$ cat src/rsc_pkg.sv
// rsc_pkg: constants and types for the second-compensation / cal-out block
package rsc_pkg;

	// ------------------------------------------------------------
	// register map (byte addresses, one word each)
	// ------------------------------------------------------------
	localparam logic [7:0] RSC_OFS_CTRL = 8'h00; // enable, period, source
	localparam logic [7:0] RSC_OFS_MOD = 8'h04; // second_modulo_value
	localparam logic [7:0] RSC_OFS_EXTRA = 8'h08; // extra-count field
	localparam logic [7:0] RSC_OFS_PIN = 8'h0C; // pin / route control
	localparam logic [7:0] RSC_OFS_TIME = 8'h10; // calendar counters
	localparam logic [7:0] RSC_OFS_STAT = 8'h14; // prescaler and cycle

	// ------------------------------------------------------------
	// field positions
	// ------------------------------------------------------------
	localparam int RSC_CTRL_EN_BIT = 0; // compensation enable
	localparam int RSC_CTRL_CCS_LSB = 1; // period select, two bits
	localparam int RSC_CTRL_SRC_BIT = 3; // cal_out_source_select
	localparam int RSC_PIN_OUT_BIT = 0; // pin_misc_control enable
	localparam int RSC_PIN_ROUTE_BIT = 1; // module_route_control bit
	localparam int RSC_TIME_MIN_LSB = 8; // minutes field
	localparam int RSC_TIME_HR_LSB = 16; // hours field
	localparam int RSC_STAT_CYC_LSB = 16; // cycle counter field

	// ------------------------------------------------------------
	// reset values and limits
	// ------------------------------------------------------------
	localparam logic [15:0] RSC_MOD_RST = 16'h8000; // 32768 counts
	localparam logic [7:0] RSC_EXTRA_RST = 8'h00;
	localparam logic [5:0] RSC_SEC_LAST = 6'h3B; // 59
	localparam logic [5:0] RSC_MIN_LAST = 6'h3B; // 59
	localparam logic [4:0] RSC_HR_LAST = 5'h17; // 23

	// compensation cycle lengths in seconds of the tick
	localparam logic [5:0] RSC_CCS_5 = 6'h05;
	localparam logic [5:0] RSC_CCS_15 = 6'h0F;
	localparam logic [5:0] RSC_CCS_30 = 6'h1E;
	localparam logic [5:0] RSC_CCS_60 = 6'h3C;

	// period select encodings
	typedef enum logic [1:0] {
		RSC_SEL_5S,
		RSC_SEL_15S,
		RSC_SEL_30S,
		RSC_SEL_60S
	} rsc_ccs_t;

endpackage

$ cat src/rsc_sync.sv
// rsc_sync: two flip-flop synchroniser for one asynchronous level
`timescale 1ns/100ps
module rsc_sync
	import rsc_pkg::*;
(
	input wire logic clk_sys,
	input wire logic srst,
	input wire logic async_in,
	output logic sync_out
);
	// first stage, read only by the second stage
	logic meta;

	// ------------------------------------------------------------
	// two-stage capture
	// ------------------------------------------------------------
	always_ff @(posedge clk_sys) begin
		if (srst) begin
			meta <= 1'b0;
			sync_out <= 1'b0;
		end else begin
			meta <= async_in;
			sync_out <= meta;
		end
	end

endmodule

$ cat src/rsc_top.sv
// rsc_top: 1 Hz tick with fractional compensation and calibration output
`timescale 1ns/100ps
module rsc_top
	import rsc_pkg::*;
#(
	parameter int EXTRA_W = 8 // width of the extra-count field
)(
	input wire logic clk_sys,
	input wire logic srst,
	input wire logic counter_source_clock,
	input wire logic [7:0] addr,
	input wire logic [31:0] wdata,
	input wire logic wr_stb,
	input wire logic rd_stb,
	output logic [31:0] rdata,
	output logic one_hz_tick,
	input wire logic cal_pin_in,
	output logic cal_pin_out,
	output logic cal_pin_oe_n,
	output logic timer_one_capture_one,
	output logic timer_one_capture_zero
);

	// ------------------------------------------------------------
	// software-visible state
	// ------------------------------------------------------------
	logic comp_en; // compensation enable
	rsc_ccs_t ccs_sel; // compensation period select
	logic cal_out_source_select; // 0 source clock, 1 tick
	logic [15:0] second_modulo_value; // integer count only
	logic [EXTRA_W-1:0] extra_count; // counts added per cycle
	logic pin_misc_control; // drive cal pin when set
	logic module_route_control; // route cal output to capture zero

	// ------------------------------------------------------------
	// counting state
	// ------------------------------------------------------------
	logic [15:0] second_prescale_counter;
	logic [5:0] cycle_count; // seconds into the compensation cycle
	logic [5:0] seconds_counter;
	logic [5:0] minutes_counter;
	logic [4:0] hours_counter;
	logic src_sync; // synchronised source clock level
	logic src_prev; // previous level for edge detection
	logic src_tick; // one cycle per source-clock rising edge
	logic [5:0] period; // selected cycle length
	logic terminal; // final second of the cycle
	logic [16:0] limit; // counts in the current second
	logic wrap; // prescaler wraps this cycle
	logic cal_level; // calibration signal before the pin
	logic half_level; // tick shown as a level, high first half

	// ------------------------------------------------------------
	// pin synchronisers
	// ------------------------------------------------------------
	rsc_sync u_src_sync (
		.clk_sys(clk_sys),
		.srst(srst),
		.async_in(counter_source_clock),
		.sync_out(src_sync)
	);

	// cal pin into the capture channel, synchronised like any pin
	rsc_sync u_cal_sync (
		.clk_sys(clk_sys),
		.srst(srst),
		.async_in(cal_pin_in),
		.sync_out(timer_one_capture_one)
	);

	// ------------------------------------------------------------
	// source clock edge; the source must run below clk_sys / 4
	// ------------------------------------------------------------
	always_ff @(posedge clk_sys) begin
		if (srst) begin
			src_prev <= 1'b0;
		end else begin
			src_prev <= src_sync;
		end
	end
	assign src_tick = src_sync & ~src_prev;

	// ------------------------------------------------------------
	// second length: extra counts only in the terminal second
	// ------------------------------------------------------------
	always_comb begin
		unique case (ccs_sel)
			RSC_SEL_5S: period = RSC_CCS_5;
			RSC_SEL_15S: period = RSC_CCS_15;
			RSC_SEL_30S: period = RSC_CCS_30;
			RSC_SEL_60S: period = RSC_CCS_60;
		endcase
	end
	// >= keeps a shortened period from stranding the counter
	assign terminal = (cycle_count >= period - 6'h01);
	// a second of mod + extra must not exceed 65536 counts
	assign limit = {1'b0, second_modulo_value} +
		((comp_en && terminal) ? 17'(extra_count) : 17'h00000);
	// >= so lowering the modulo mid-second wraps at the next source edge
	assign wrap = src_tick &&
		(({1'b0, second_prescale_counter} + 17'h00001) >= limit);

	// ------------------------------------------------------------
	// prescale counter
	// ------------------------------------------------------------
	always_ff @(posedge clk_sys) begin
		if (srst) begin
			second_prescale_counter <= 16'h0000;
		end else if (wrap) begin
			second_prescale_counter <= 16'h0000;
		end else if (src_tick) begin
			second_prescale_counter <= second_prescale_counter + 16'h0001;
		end
	end

	// tick pulse, one clk_sys cycle per second
	always_ff @(posedge clk_sys) begin
		if (srst) begin
			one_hz_tick <= 1'b0;
		end else begin
			one_hz_tick <= wrap;
		end
	end

	// ------------------------------------------------------------
	// compensation cycle counter, advanced by each wrap
	// ------------------------------------------------------------
	always_ff @(posedge clk_sys) begin
		if (srst) begin
			cycle_count <= 6'h00;
		end else if (wrap) begin
			// restart after the terminal second
			cycle_count <= terminal ? 6'h00 : cycle_count + 6'h01;
		end
	end

	// ------------------------------------------------------------
	// calendar counters; a write to the time word loads them
	// ------------------------------------------------------------
	always_ff @(posedge clk_sys) begin
		if (srst) begin
			seconds_counter <= 6'h00;
			minutes_counter <= 6'h00;
			hours_counter <= 5'h00;
		end else if (wr_stb && addr == RSC_OFS_TIME) begin
			seconds_counter <= wdata[5:0];
			minutes_counter <= wdata[RSC_TIME_MIN_LSB +: 6];
			hours_counter <= wdata[RSC_TIME_HR_LSB +: 5];
		end else if (wrap) begin
			if (seconds_counter >= RSC_SEC_LAST) begin
				seconds_counter <= 6'h00;
				if (minutes_counter >= RSC_MIN_LAST) begin
					minutes_counter <= 6'h00;
					if (hours_counter >= RSC_HR_LAST) begin
						hours_counter <= 5'h00;
					end else begin
						hours_counter <= hours_counter + 5'h01;
					end
				end else begin
					minutes_counter <= minutes_counter + 6'h01;
				end
			end else begin
				seconds_counter <= seconds_counter + 6'h01;
			end
		end
	end

	// ------------------------------------------------------------
	// control registers
	// ------------------------------------------------------------
	always_ff @(posedge clk_sys) begin
		if (srst) begin
			comp_en <= 1'b0;
			ccs_sel <= RSC_SEL_5S;
			cal_out_source_select <= 1'b0;
			second_modulo_value <= RSC_MOD_RST;
			extra_count <= EXTRA_W'(RSC_EXTRA_RST);
			pin_misc_control <= 1'b0;
			module_route_control <= 1'b0;
		end else if (wr_stb) begin
			unique case (addr)
				RSC_OFS_CTRL: begin
					comp_en <= wdata[RSC_CTRL_EN_BIT];
					ccs_sel <= rsc_ccs_t'(wdata[RSC_CTRL_CCS_LSB +: 2]);
					cal_out_source_select <= wdata[RSC_CTRL_SRC_BIT];
				end
				// whole counts only, no fraction field exists
				RSC_OFS_MOD: second_modulo_value <= wdata[15:0];
				RSC_OFS_EXTRA: extra_count <= wdata[EXTRA_W-1:0];
				RSC_OFS_PIN: begin
					pin_misc_control <= wdata[RSC_PIN_OUT_BIT];
					module_route_control <= wdata[RSC_PIN_ROUTE_BIT];
				end
				default: ; // unmapped or read-only: ignored
			endcase
		end
	end

	// ------------------------------------------------------------
	// register read, data valid one cycle after the strobe only
	// ------------------------------------------------------------
	always_ff @(posedge clk_sys) begin
		if (srst || !rd_stb) begin
			rdata <= 32'h00000000;
		end else begin
			unique case (addr)
				RSC_OFS_CTRL: rdata <= {28'h0000000, cal_out_source_select,
					ccs_sel, comp_en};
				RSC_OFS_MOD: rdata <= {16'h0000, second_modulo_value};
				RSC_OFS_EXTRA: rdata <= 32'(extra_count);
				RSC_OFS_PIN: rdata <= {30'h00000000, module_route_control,
					pin_misc_control};
				RSC_OFS_TIME: rdata <= {11'h000, hours_counter, 2'h0,
					minutes_counter, 2'h0, seconds_counter};
				RSC_OFS_STAT: rdata <= {10'h000, cycle_count,
					second_prescale_counter};
				default: rdata <= 32'h00000000; // unmapped reads zero
			endcase
		end
	end

	// ------------------------------------------------------------
	// calibration output selection and routing
	// ------------------------------------------------------------
	// the tick is a one-cycle pulse; a half-second level is easier
	// for external equipment and capture channels to see
	assign half_level = (second_prescale_counter < (second_modulo_value >> 1));

	always_ff @(posedge clk_sys) begin
		if (srst) begin
			cal_level <= 1'b0;
		end else begin
			cal_level <= cal_out_source_select ? half_level : src_sync;
		end
	end

	assign cal_pin_out = cal_level & pin_misc_control;
	assign cal_pin_oe_n = ~pin_misc_control;
	assign timer_one_capture_zero = cal_level & module_route_control;
endmodule

$ cat config.mk
export PLATFORM = sky130hd
export DESIGN_NAME = rsc_top
export DESIGN_NICKNAME = d
export VERILOG_FILES = /design/src/rsc_pkg.sv /design/src/rsc_sync.sv /design/src/rsc_top.sv
export SDC_FILE = /design/constraint.sdc
export NUM_CORES = 1
export LEC_CHECK = 0
export ABC_CLOCK_PERIOD_IN_PS = 5850
export BUFFER_PORTS_ARGS = -buffer_cell sky130_fd_sc_hd__clkbuf_2
export CAP_MARGIN = 20
export CORE_ASPECT_RATIO = 1.75
export CORE_MARGIN = 1.5
export CORE_UTILIZATION = 58
export DETAILED_ROUTE_END_ITERATION = 12
export PLACE_DENSITY = 0.79
export SYNTH_ARGS = -nofsm -noshare
export SYNTH_HDL_FRONTEND = slang
export SYNTH_HIERARCHICAL = 1
export SYNTH_SLANG_ARGS = --single-unit
$ cat constraint.sdc
create_clock -name clk_sys -period 5.85 [get_ports clk_sys]
set_input_delay 0.2925 -clock clk_sys [delete_from_list [all_inputs] [get_ports clk_sys]]
set_output_delay 0.2925 -clock clk_sys [all_outputs]
set_load 0.1 [all_outputs]
==> results of run 1 <==
[what timing repair did]
item,4_1_cts,5_1_grt
setup buffers,0,2
gates resized for setup,0,2
setup endpoints to repair,0,21
endpoints found under the hold margin,0,0
[cells in the mapped netlist, drive strengths merged (14+ instances only)]
master  count  area [µm²]
nand2      80         300
nor2b      14        95.1
xnor2      24         210
a22oi      16         120
and3       19         119
nand3      32         160
xor2       21         184
a21oi      41         209
a211oi     15         113
nor2       77         289
nor3       15        75.1
ha         50         626
buf        25         156
inv        30         113
mux2i      21         210
dfxtp      98        1960
clkbuf     21        78.8
o21ai      29         145
[worst max-delay path, stage by stage, from the launching register on]
cell and delay, ns:
dfxtp_1 0.41, inv_1 0.09, ha_1 0.27, nand2b_1 0.10, a21oi_1 0.06, o21ai_0 0.26
a31o_2 0.28, and3_1 0.19, ha_1 0.19, fa_1 0.22, a21o_1 0.12, a21oi_1 0.09
nor2b_1 0.16, o311ai_1 0.10, buf_4 0.17, a21oi_1 0.24, or3b_2 0.47, ha_1 0.32
and2_1 0.18, nand4_2 0.20, a2111o_1 0.46, and4_1 0.40, or3_1 0.42, a31oi_1 0.18
[area by class of cell]
| class | instances | area [µm²] |
|---|---|---|
| clock buffers | 9 | 225 |
| flip-flops and latches | 98 | 1960 |
| clock inverters | 7 | 67.6 |
| well taps | 127 | 159 |
| repair buffers | 70 | 380 |
| inverters | 30 | 113 |
| multi-input cells | 579 | 3870 |
| fillers | 862 | 3520 |
[final timing paths]
| check | end | cells past startpoint |
|---|---|---|
| hold reg to reg | u_src_sync/sync_out$_SDFF_PP0_ | 1 |
| hold / removal | u_cal_sync/meta$_SDFF_PP0_ | 2 |
| setup reg to reg | seconds_counter[0]$_SDFFE_PP0P_ | 23 |
| setup / recovery | seconds_counter[0]$_SDFFE_PP0P_ | 23 |
[routing by layer]
layer	vias up	global-route usage [%]
met3	67	5.59
met4	0	20.9
met1	2701	33.3
met2	256	56.7
li1	2739	-
met5	-	0
[registers in the layout (all words and copies together) (netlist names), 2 cells and up]
signal / count
rdata: 22
second_modulo_value: 16
second_prescale_counter: 16
extra_count: 8
cycle_count: 6
minutes_counter: 6
seconds_counter: 6
hours_counter: 5
ccs_sel: 2
[through the flow]
| step | utilization (%) | std cells |
|---|---|---|
| finish | 65.8 | 920 |
| CTS | 65.4 | 917 |
| global route | 65.8 | 920 |
| global placement | 62.6 | 901 |
| detailed placement | 62.6 | 901 |
| floorplan | - | 753 |
[kinds of logic after synthesis]
| family | Yosys count |
|---|---|
| simple gates | 285 |
| compound gates | 164 |
| flops | 98 |
| buf+inv | 76 |
| fa+ha+maj | 51 |
| xor+xnor | 45 |
| mux | 24 |
| other cells | 1 |
[where the power goes]
group / internal (W) / switching, W
Clock: 0.000301 / 0.000293
Sequential: 0.000669 / 0.00000215
Combinational: 0.0000193 / 0.0000715
Total: 0.000989 / 0.000366
[placed cells by master, fill, tap and decap left out, types with 13 or more instances in the layout]
cell / instances
a211oi_1: 15
a21oi_1: 40
a22oi_1: 16
and3_1: 19
clkbuf_2: 61
dfxtp_1: 98
ha_1: 50
inv_1: 30
mux2i_1: 21
nand2_1: 80
nand3_1: 32
nor2_1: 77
nor2b_1: 13
nor3_1: 15
o21ai_0: 29
xnor2_1: 24
xor2_1: 21
==> results.toml, run 1 <==
[outcome]
outcome = "complete, no violations"

[synth]
yosysSeqAreaShare_pct = 32.0
yosys.area_share.xor_xnor_pct = 6.42
avgSynthCellArea_um2 = 8.25
syn_inst = 744
synth_top_family_by_area = "simple AND/OR/NAND/NOR gates"
synthAdderAreaFrac_pct = 10.5
ys_warn_count = 6
netlist_area_um2 = 6140
synth_edf_count = 0
yosys.area_share.simple_pct = 23.2
synth_seq_cells = 98
ys.flop_type = "dfxtp_1"
ys_types = 74
yosys-mux-area-fraction_pct = 4.22
synth-compound-area-share_pct = 18.0
async_flop_share_pct = 0

[clock_tree]
hold_buffers = 0
cts-root-buf = "clkbuf_16"
h-tree-depth = 3
cts_tree = "done"
cts_buffer_depth = 2
numCtsBuffers = 9
clock-sinks = 98
clk_pin_slew_worst_paths_ns = 0.07
clock_latency_ns = 0.36

[sta]
fin_ws_ns = 0.197
setup_viol = 0
tns_ns = 0
maxSlewViolCount = 0
layout_min_cycle_time_ns = 5.65
whs_ns = 0.150
fin_skew_ns = 0.0110
finalHoldViolations = 0
fmax_mhz = 177
worst_slew_pin_slew_ns = 0.910
timing.final.crit_share_pct = 96.6
slew_headroom_pct = 39.1
grt_setup_unrepaired = "false"

[worst_setup_path]
r2r-start = "cycle_count[0]$_SDFFE_PP0P_"
crit_required_ns = 6.13
arrival_ns = 5.93
critical_path_class = "reg -> reg"
r2r_slack_ns = 0.20
startpoint = "cycle_count[0]$_SDFFE_PP0P_"
crit_path_start_kind = "register"
setup.worst_path.end_class = "register"
path_max_fanout = 12

[route]
met1Wirelength_mm = 6.19
detail-route-antenna-nets = 0
wl_met2_mm = 9.15
routedWlPerCell_um = 18.8
vias = 5763
initialDrtViolationCount = 483
drc = 0
viasPerCell = 6.26
wl_met3_um = 984
dr.pass1.iters = 5
drt_wl_total_mm = 17.3
top_layer_used = "met4"

[global_route]
grt_max_degree = 62
grt_use_total_pct = 32.0
grt_pass1_wl_mm = 27.7
first_global_vias = 5837
grt.overflow.total = 0
antenna_found_initial = 0

[finish]
drive_gt1_share_pct = 13.4
antenna_cells = 0
area_delta_synth_final_pct = 10.4
fin_area_um2 = 6780
nNetsFinal = 885

[die]
die_area_um2 = 11200
core_area_um2 = 10300
row_count = 49
pin_count = 83
chipWidth_um = 80.8
die_y_um = 139
start_util_pct = 59.6

[placed_design]
dp_hpwl_mm = 12.8
placedInstanceArea_um2 = 6450
dp_slack_ns = 0.238
globalplace.congestion = 0.889
io_buffers = 61

[pwr]
finalPower_w = 0.00136
vdd_drop_max_mv = 0.182
p_leak_nw = 2.87
power.density_nw_per_um2 = 200

[run]
drv_cap = 0

[min_path]
holdCritPathClass = "in -> reg"
hp-start = "cal_pin_in"
Power figures use the tool's default switching activity.
==> run 2, diff against run 1 <==
--- a/config.mk
+++ b/config.mk
@@ -12,7 +12,7 @@
 export CORE_MARGIN = 1.5
 export CORE_UTILIZATION = 58
 export DETAILED_ROUTE_END_ITERATION = 12
-export PLACE_DENSITY = 0.79
+export PLACE_DENSITY = 0.86
 export SYNTH_ARGS = -nofsm -noshare
 export SYNTH_HDL_FRONTEND = slang
 export SYNTH_HIERARCHICAL = 1
==> results.toml, run 2 (synthesis gave the netlist of run 1 again) <==
[clock_tree]
numCtsBuffers = 9
cts_buffer_depth = 2
h-tree-depth = 3
clock_latency_ns = 0.36
hold_buffers = 0
cts-root-buf = "clkbuf_16"
clk_pin_slew_worst_paths_ns = 0.07
cts_tree = "done"
clock-sinks = 98
cts_setup_buffers = 0

[global_route]
grt_pass1_wl_mm = 28.1
grt_max_degree = 62
grt.overflow.total = 0
grt_use_total_pct = 32.1
antenna_found_initial = 0
first_global_vias = 6107

[route]
viasPerCell = 6.48
drt_wl_total_mm = 17.5
routedWlPerCell_um = 19.0
detail-route-antenna-nets = 0
dr.pass1.iters = 5
drc = 0
vias = 5970
initialDrtViolationCount = 360

[placed_design]
globalplace.congestion = 0.990
dp.cells = 904
dp_hpwl_mm = 13.0
io_buffers = 61
dp_slack_ns = 0.179
placedInstanceArea_um2 = 6470

[pwr]
p_leak_nw = 2.88
finalPower_w = 0.00139
power.density_nw_per_um2 = 204
vdd_drop_max_mv = 0.205

[finish]
fin_area_um2 = 6840
nFillCells = 868
area_delta_synth_final_pct = 11.5
layout_commonest_cell = "dfxtp_1"
drive_gt1_share_pct = 14.1
nNetsFinal = 887
largest_reg_flops = 22
final_cells = 922
regMostFlops = "rdata"
top_regs = "rdata (22), second_modulo_value (16), second_prescale_counter (16)"
layout_common_cells = "dfxtp_1, nand2_1, nor2_1, clkbuf_2, ha_1"
fin_util_pct = 66.4
antenna_cells = 0

[sta]
fin_skew_ns = 0.00686
timing.final.crit_share_pct = 94.6
layout_min_cycle_time_ns = 5.54
fmax_mhz = 181
maxSlewViolCount = 0
setup_viol = 0
worst_slew_pin_slew_ns = 0.858
slew_headroom_pct = 42.6
finalHoldViolations = 0
fin_ws_ns = 0.315

[worst_setup_path]
path_cells = "inv_1 > ha_1 > nand2b_1 > a21oi_1 > o21ai_0 > a31o_2 > and3_1 > ha_1 > fa_1 > a21o_1 > a21oi_2 > nor2b_1 > o311ai_1 > buf_4 > a2111oi_0 > xnor2_1 > ha_1 > nand4_1 > a2111o_1 > and4_2 > or3_1 > a31oi_1"
cp_slowest_cell = "a2111o_1"
crit_path_start_kind = "register"
path_max_fanout = 7
cp_num_buf_inv = 2
crit_family = "compound AO/OA/AOI/OAI gates"
crit_top_cell = "ha_1"
critical_path_class = "reg -> reg"
setup.worst_path.end_class = "register"
critPathMaxStageDelay_ns = 0.47
arrival_ns = 5.82
crit_required_ns = 6.13

[die]
die_y_um = 139
row_count = 49
die_area_um2 = 11200
pin_count = 83
core_area_um2 = 10300
chipWidth_um = 80.8
start_util_pct = 59.6

[min_path]
holdCritPathClass = "in -> reg"

[run]
drv_cap = 0

[outcome]
outcome = "complete, no violations"
[run 2: final cells by class]
class                      instances  area (µm²)  area share, %
clock buffer                       9         225           3.29
tap                              127         159           2.32
multi-input combinational        580        3910           57.2
clock inverter                     7        83.8           1.23
inverter                          30         113           1.65
timing repair buffer              71         388           5.67
sequential                        98        1960           28.7
[run 2: final timing paths]
check	from	end	slack [ns]	cells past startpoint
hold reg to reg	u_src_sync/meta$_SDFF_PP0_	u_src_sync/sync_out$_SDFF_PP0_	0.45	1
setup / recovery	cycle_count[0]$_SDFFE_PP0P_	seconds_counter[0]$_SDFFE_PP0P_	0.31	22
hold / removal	counter_source_clock	u_src_sync/meta$_SDFF_PP0_	0.14	2
setup reg to reg	cycle_count[0]$_SDFFE_PP0P_	seconds_counter[0]$_SDFFE_PP0P_	0.31	22
[run 2: metal layers]
layer	global-route usage [%]	share of wire (%)	vias up
li1	-	-	2739
met1	33.8	36	2827
met2	55.5	51	305
met3	5.26	6.2	99
met4	23.3	7.0	0
met5	0	0	-
[run 2: power by group]
group / internal [W] / switching, W / leakage, nW
registers: 0.000669 / 0.00000203 / 0.790
clock network: 0.000340 / 0.000290 / 0.154
logic: 0.0000200 / 0.0000723 / 1.94
total: 0.00103 / 0.000365 / 2.88
[run 2: repair_timing]
| action | CTS | global route |
|---|---|---|
| endpoints found under the hold margin | 0 | 0 |
| setup endpoints to repair | 0 | 36 |
| gates resized for setup | 0 | 9 |
[run 2: through the flow]
step / hold slack [ns] / setup TNS, ns
final: 0.145 / 0
after global routing: 0.155 / -0.00520
after CTS: 0.147 / 0
after detailed placement: 0.434 / 0
after global placement: 0.418 / 0
after floorplan: 0.364 / 0
[run 2: worst reg2reg max path, delay by kind of cell, from the launching register on]
family                     cells  cell delay (ns)
buffers and inverters          2             0.28
AOI/OAI and AO/OA              9             2.01
and+or+nand+nor                6             1.33
adders and majority gates      4             1.25
xor gates and xnor gates       1             0.19
DFF                            1             0.41
==> run 3, diff against run 2 <==
--- a/config.mk
+++ b/config.mk
@@ -12,7 +12,7 @@
 export CORE_MARGIN = 1.5
 export CORE_UTILIZATION = 58
 export DETAILED_ROUTE_END_ITERATION = 12
-export PLACE_DENSITY = 0.86
+export PLACE_DENSITY_LB_ADDON = 0.15
 export SYNTH_ARGS = -nofsm -noshare
 export SYNTH_HDL_FRONTEND = slang
 export SYNTH_HIERARCHICAL = 1
==> results.toml, run 3 (synthesis gave the netlist of run 1 again) <==
[sta]
timing.final.crit_share_pct = 93.4
fin_skew_ns = 0.00704
setup_viol = 0
layout_min_cycle_time_ns = 5.46
fin_ws_ns = 0.388
finalHoldViolations = 0
fmax_mhz = 183
maxSlewViolCount = 0
slew_headroom_pct = 44.6
tns_ns = 0
whs_ns = 0.149
worst_slew_pin_slew_ns = 0.827

[worst_setup_path]
cp.depth = 22
cp_num_buf_inv = 1
cp_slowest_cell = "dfxtp_1"
crit_required_ns = 6.09
critical_path_class = "reg -> reg"
arrival_ns = 5.71
reg2reg_depth = 22
path_cells = "ha_1 > nand2b_1 > a21oi_1 > o21ai_0 > a31o_2 > and3_1 > ha_1 > fa_1 > a21o_1 > a21oi_1 > nor2b_1 > o311ai_2 > buf_4 > a211oi_1 > xnor2_1 > ha_1 > a21oi_1 > o21ai_0 > a21oi_2 > a21oi_2 > and3_1 > mux2_4"
setup.worst_path.end_class = "register"
crit_family = "compound AO/OA/AOI/OAI gates"
critPathMaxStageDelay_ns = 0.43
crit_path_start_kind = "register"
path_max_fanout = 6

[finish]
top_regs = "rdata (22), second_modulo_value (16), second_prescale_counter (16)"
antenna_cells = 0
layout_common_cells = "dfxtp_1, nand2_1, nor2_1, clkbuf_2, ha_1"
regMostFlops = "rdata"
drive_gt1_share_pct = 14.1
nNetsFinal = 888
layout_commonest_cell = "dfxtp_1"
largest_reg_flops = 22
area_delta_synth_final_pct = 10.9

[global_route]
grt_use_total_pct = 31.6
grt_pass1_wl_mm = 27.4
grt_max_degree = 61
grt.overflow.total = 0
antenna_found_initial = 0
first_global_vias = 5760

[route]
detail-route-antenna-nets = 0
dr.pass1.iters = 6
viasPerCell = 6.20
drt_wl_total_mm = 17.3
vias = 5724
routedWlPerCell_um = 18.8
initialDrtViolationCount = 378
drc = 0

[clock_tree]
cts_buffer_depth = 2
clk_pin_slew_worst_paths_ns = 0.07
clock-sinks = 98
numCtsBuffers = 9
h-tree-depth = 3
clock_latency_ns = 0.35
cts-root-buf = "clkbuf_16"
hold_buffers = 0
cts_tree = "done"
post_cts_resized = 0
cts_setup_buffers = 0

[placed_design]
dp_slack_ns = 0.151
io_buffers = 61
dp_hpwl_mm = 13.1
globalplace.congestion = 0.912

[die]
row_count = 49
die_area_um2 = 11200
chipWidth_um = 80.8
pin_count = 83
start_util_pct = 59.6
core_area_um2 = 10300
die_y_um = 139

[pwr]
vdd_drop_max_mv = 0.164
power.density_nw_per_um2 = 198
p_leak_nw = 2.88

[min_path]
whs_path_depth = 2
holdCritPathClass = "in -> reg"

[outcome]
outcome = "complete, no violations"

[run]
drv_cap = 0
run 3: layout make-up:
| class | count | area (µm²) |
|---|---|---|
| Clock buffer | 9 | 225 |
| Multi-Input combinational cell | 579 | 3880 |
| Timing Repair Buffer | 73 | 399 |
| Clock inverter | 7 | 66.3 |
| Fill cell | 912 | 3490 |
| Tap cell | 127 | 159 |
| Sequential cell | 98 | 1960 |
| Inverter | 30 | 113 |
run 3: worst paths after layout:
check,start,to,slack (ns)
max reg2reg,ccs_sel[1]$_SDFFE_PP0P_,hours_counter[4]$_SDFFE_PP0P_,0.39
min reg2reg,u_cal_sync/meta$_SDFF_PP0_,u_cal_sync/sync_out$_SDFF_PP0_,0.44
min,counter_source_clock,u_src_sync/meta$_SDFF_PP0_,0.15
max,ccs_sel[1]$_SDFFE_PP0P_,hours_counter[4]$_SDFFE_PP0P_,0.39
run 3: worst register-to-register path, stage by stage, from the launching register on:
cell and delay [ns]:
dfxtp_1 0.43, ha_1 0.26, nand2b_1 0.14, a21oi_1 0.14
o21ai_0 0.14, a31o_2 0.32, and3_1 0.20, ha_1 0.20
fa_1 0.42, a21o_1 0.18, a21oi_1 0.21, nor2b_1 0.11
o311ai_2 0.34, buf_4 0.21, a211oi_1 0.09, xnor2_1 0.15
ha_1 0.34, a21oi_1 0.07, o21ai_0 0.39, a21oi_2 0.18
a21oi_2 0.22, and3_1 0.32, mux2_4 0.32
run 3: routing by layer:
layer,part of all wire [%],wire (µm),vias up,GRT usage (%)
li1,-,-,2738,-
met1,38,6610,2754,33.5
met2,53,9220,178,57.5
met3,3.8,662,54,4.74
met4,4.7,817,0,17.2
met5,0,0,-,0
run 3: per-stage QoR:
| stage | instance area, µm² | instances | utilization (%) | power, W |
|---|---|---|---|---|
| after floorplan | 6170 | 753 | - | 0.000752 |
| after global placement | 6480 | 906 | 62.9 | 0.000776 |
| after detailed placement | 6480 | 906 | 62.9 | 0.000777 |
| after CTS | 6780 | 922 | 65.8 | 0.00135 |
| after global routing | 6810 | 923 | 66.1 | 0.00138 |
| final | 6810 | 923 | 66.1 | 0.00135 |
run 3: report_power, final:
group          switching [W]  internal, W  leakage (nW)
combinational      0.0000729    0.0000193          1.95
sequential        0.00000203     0.000669         0.790
clock               0.000290     0.000297         0.140
total               0.000365     0.000985          2.88
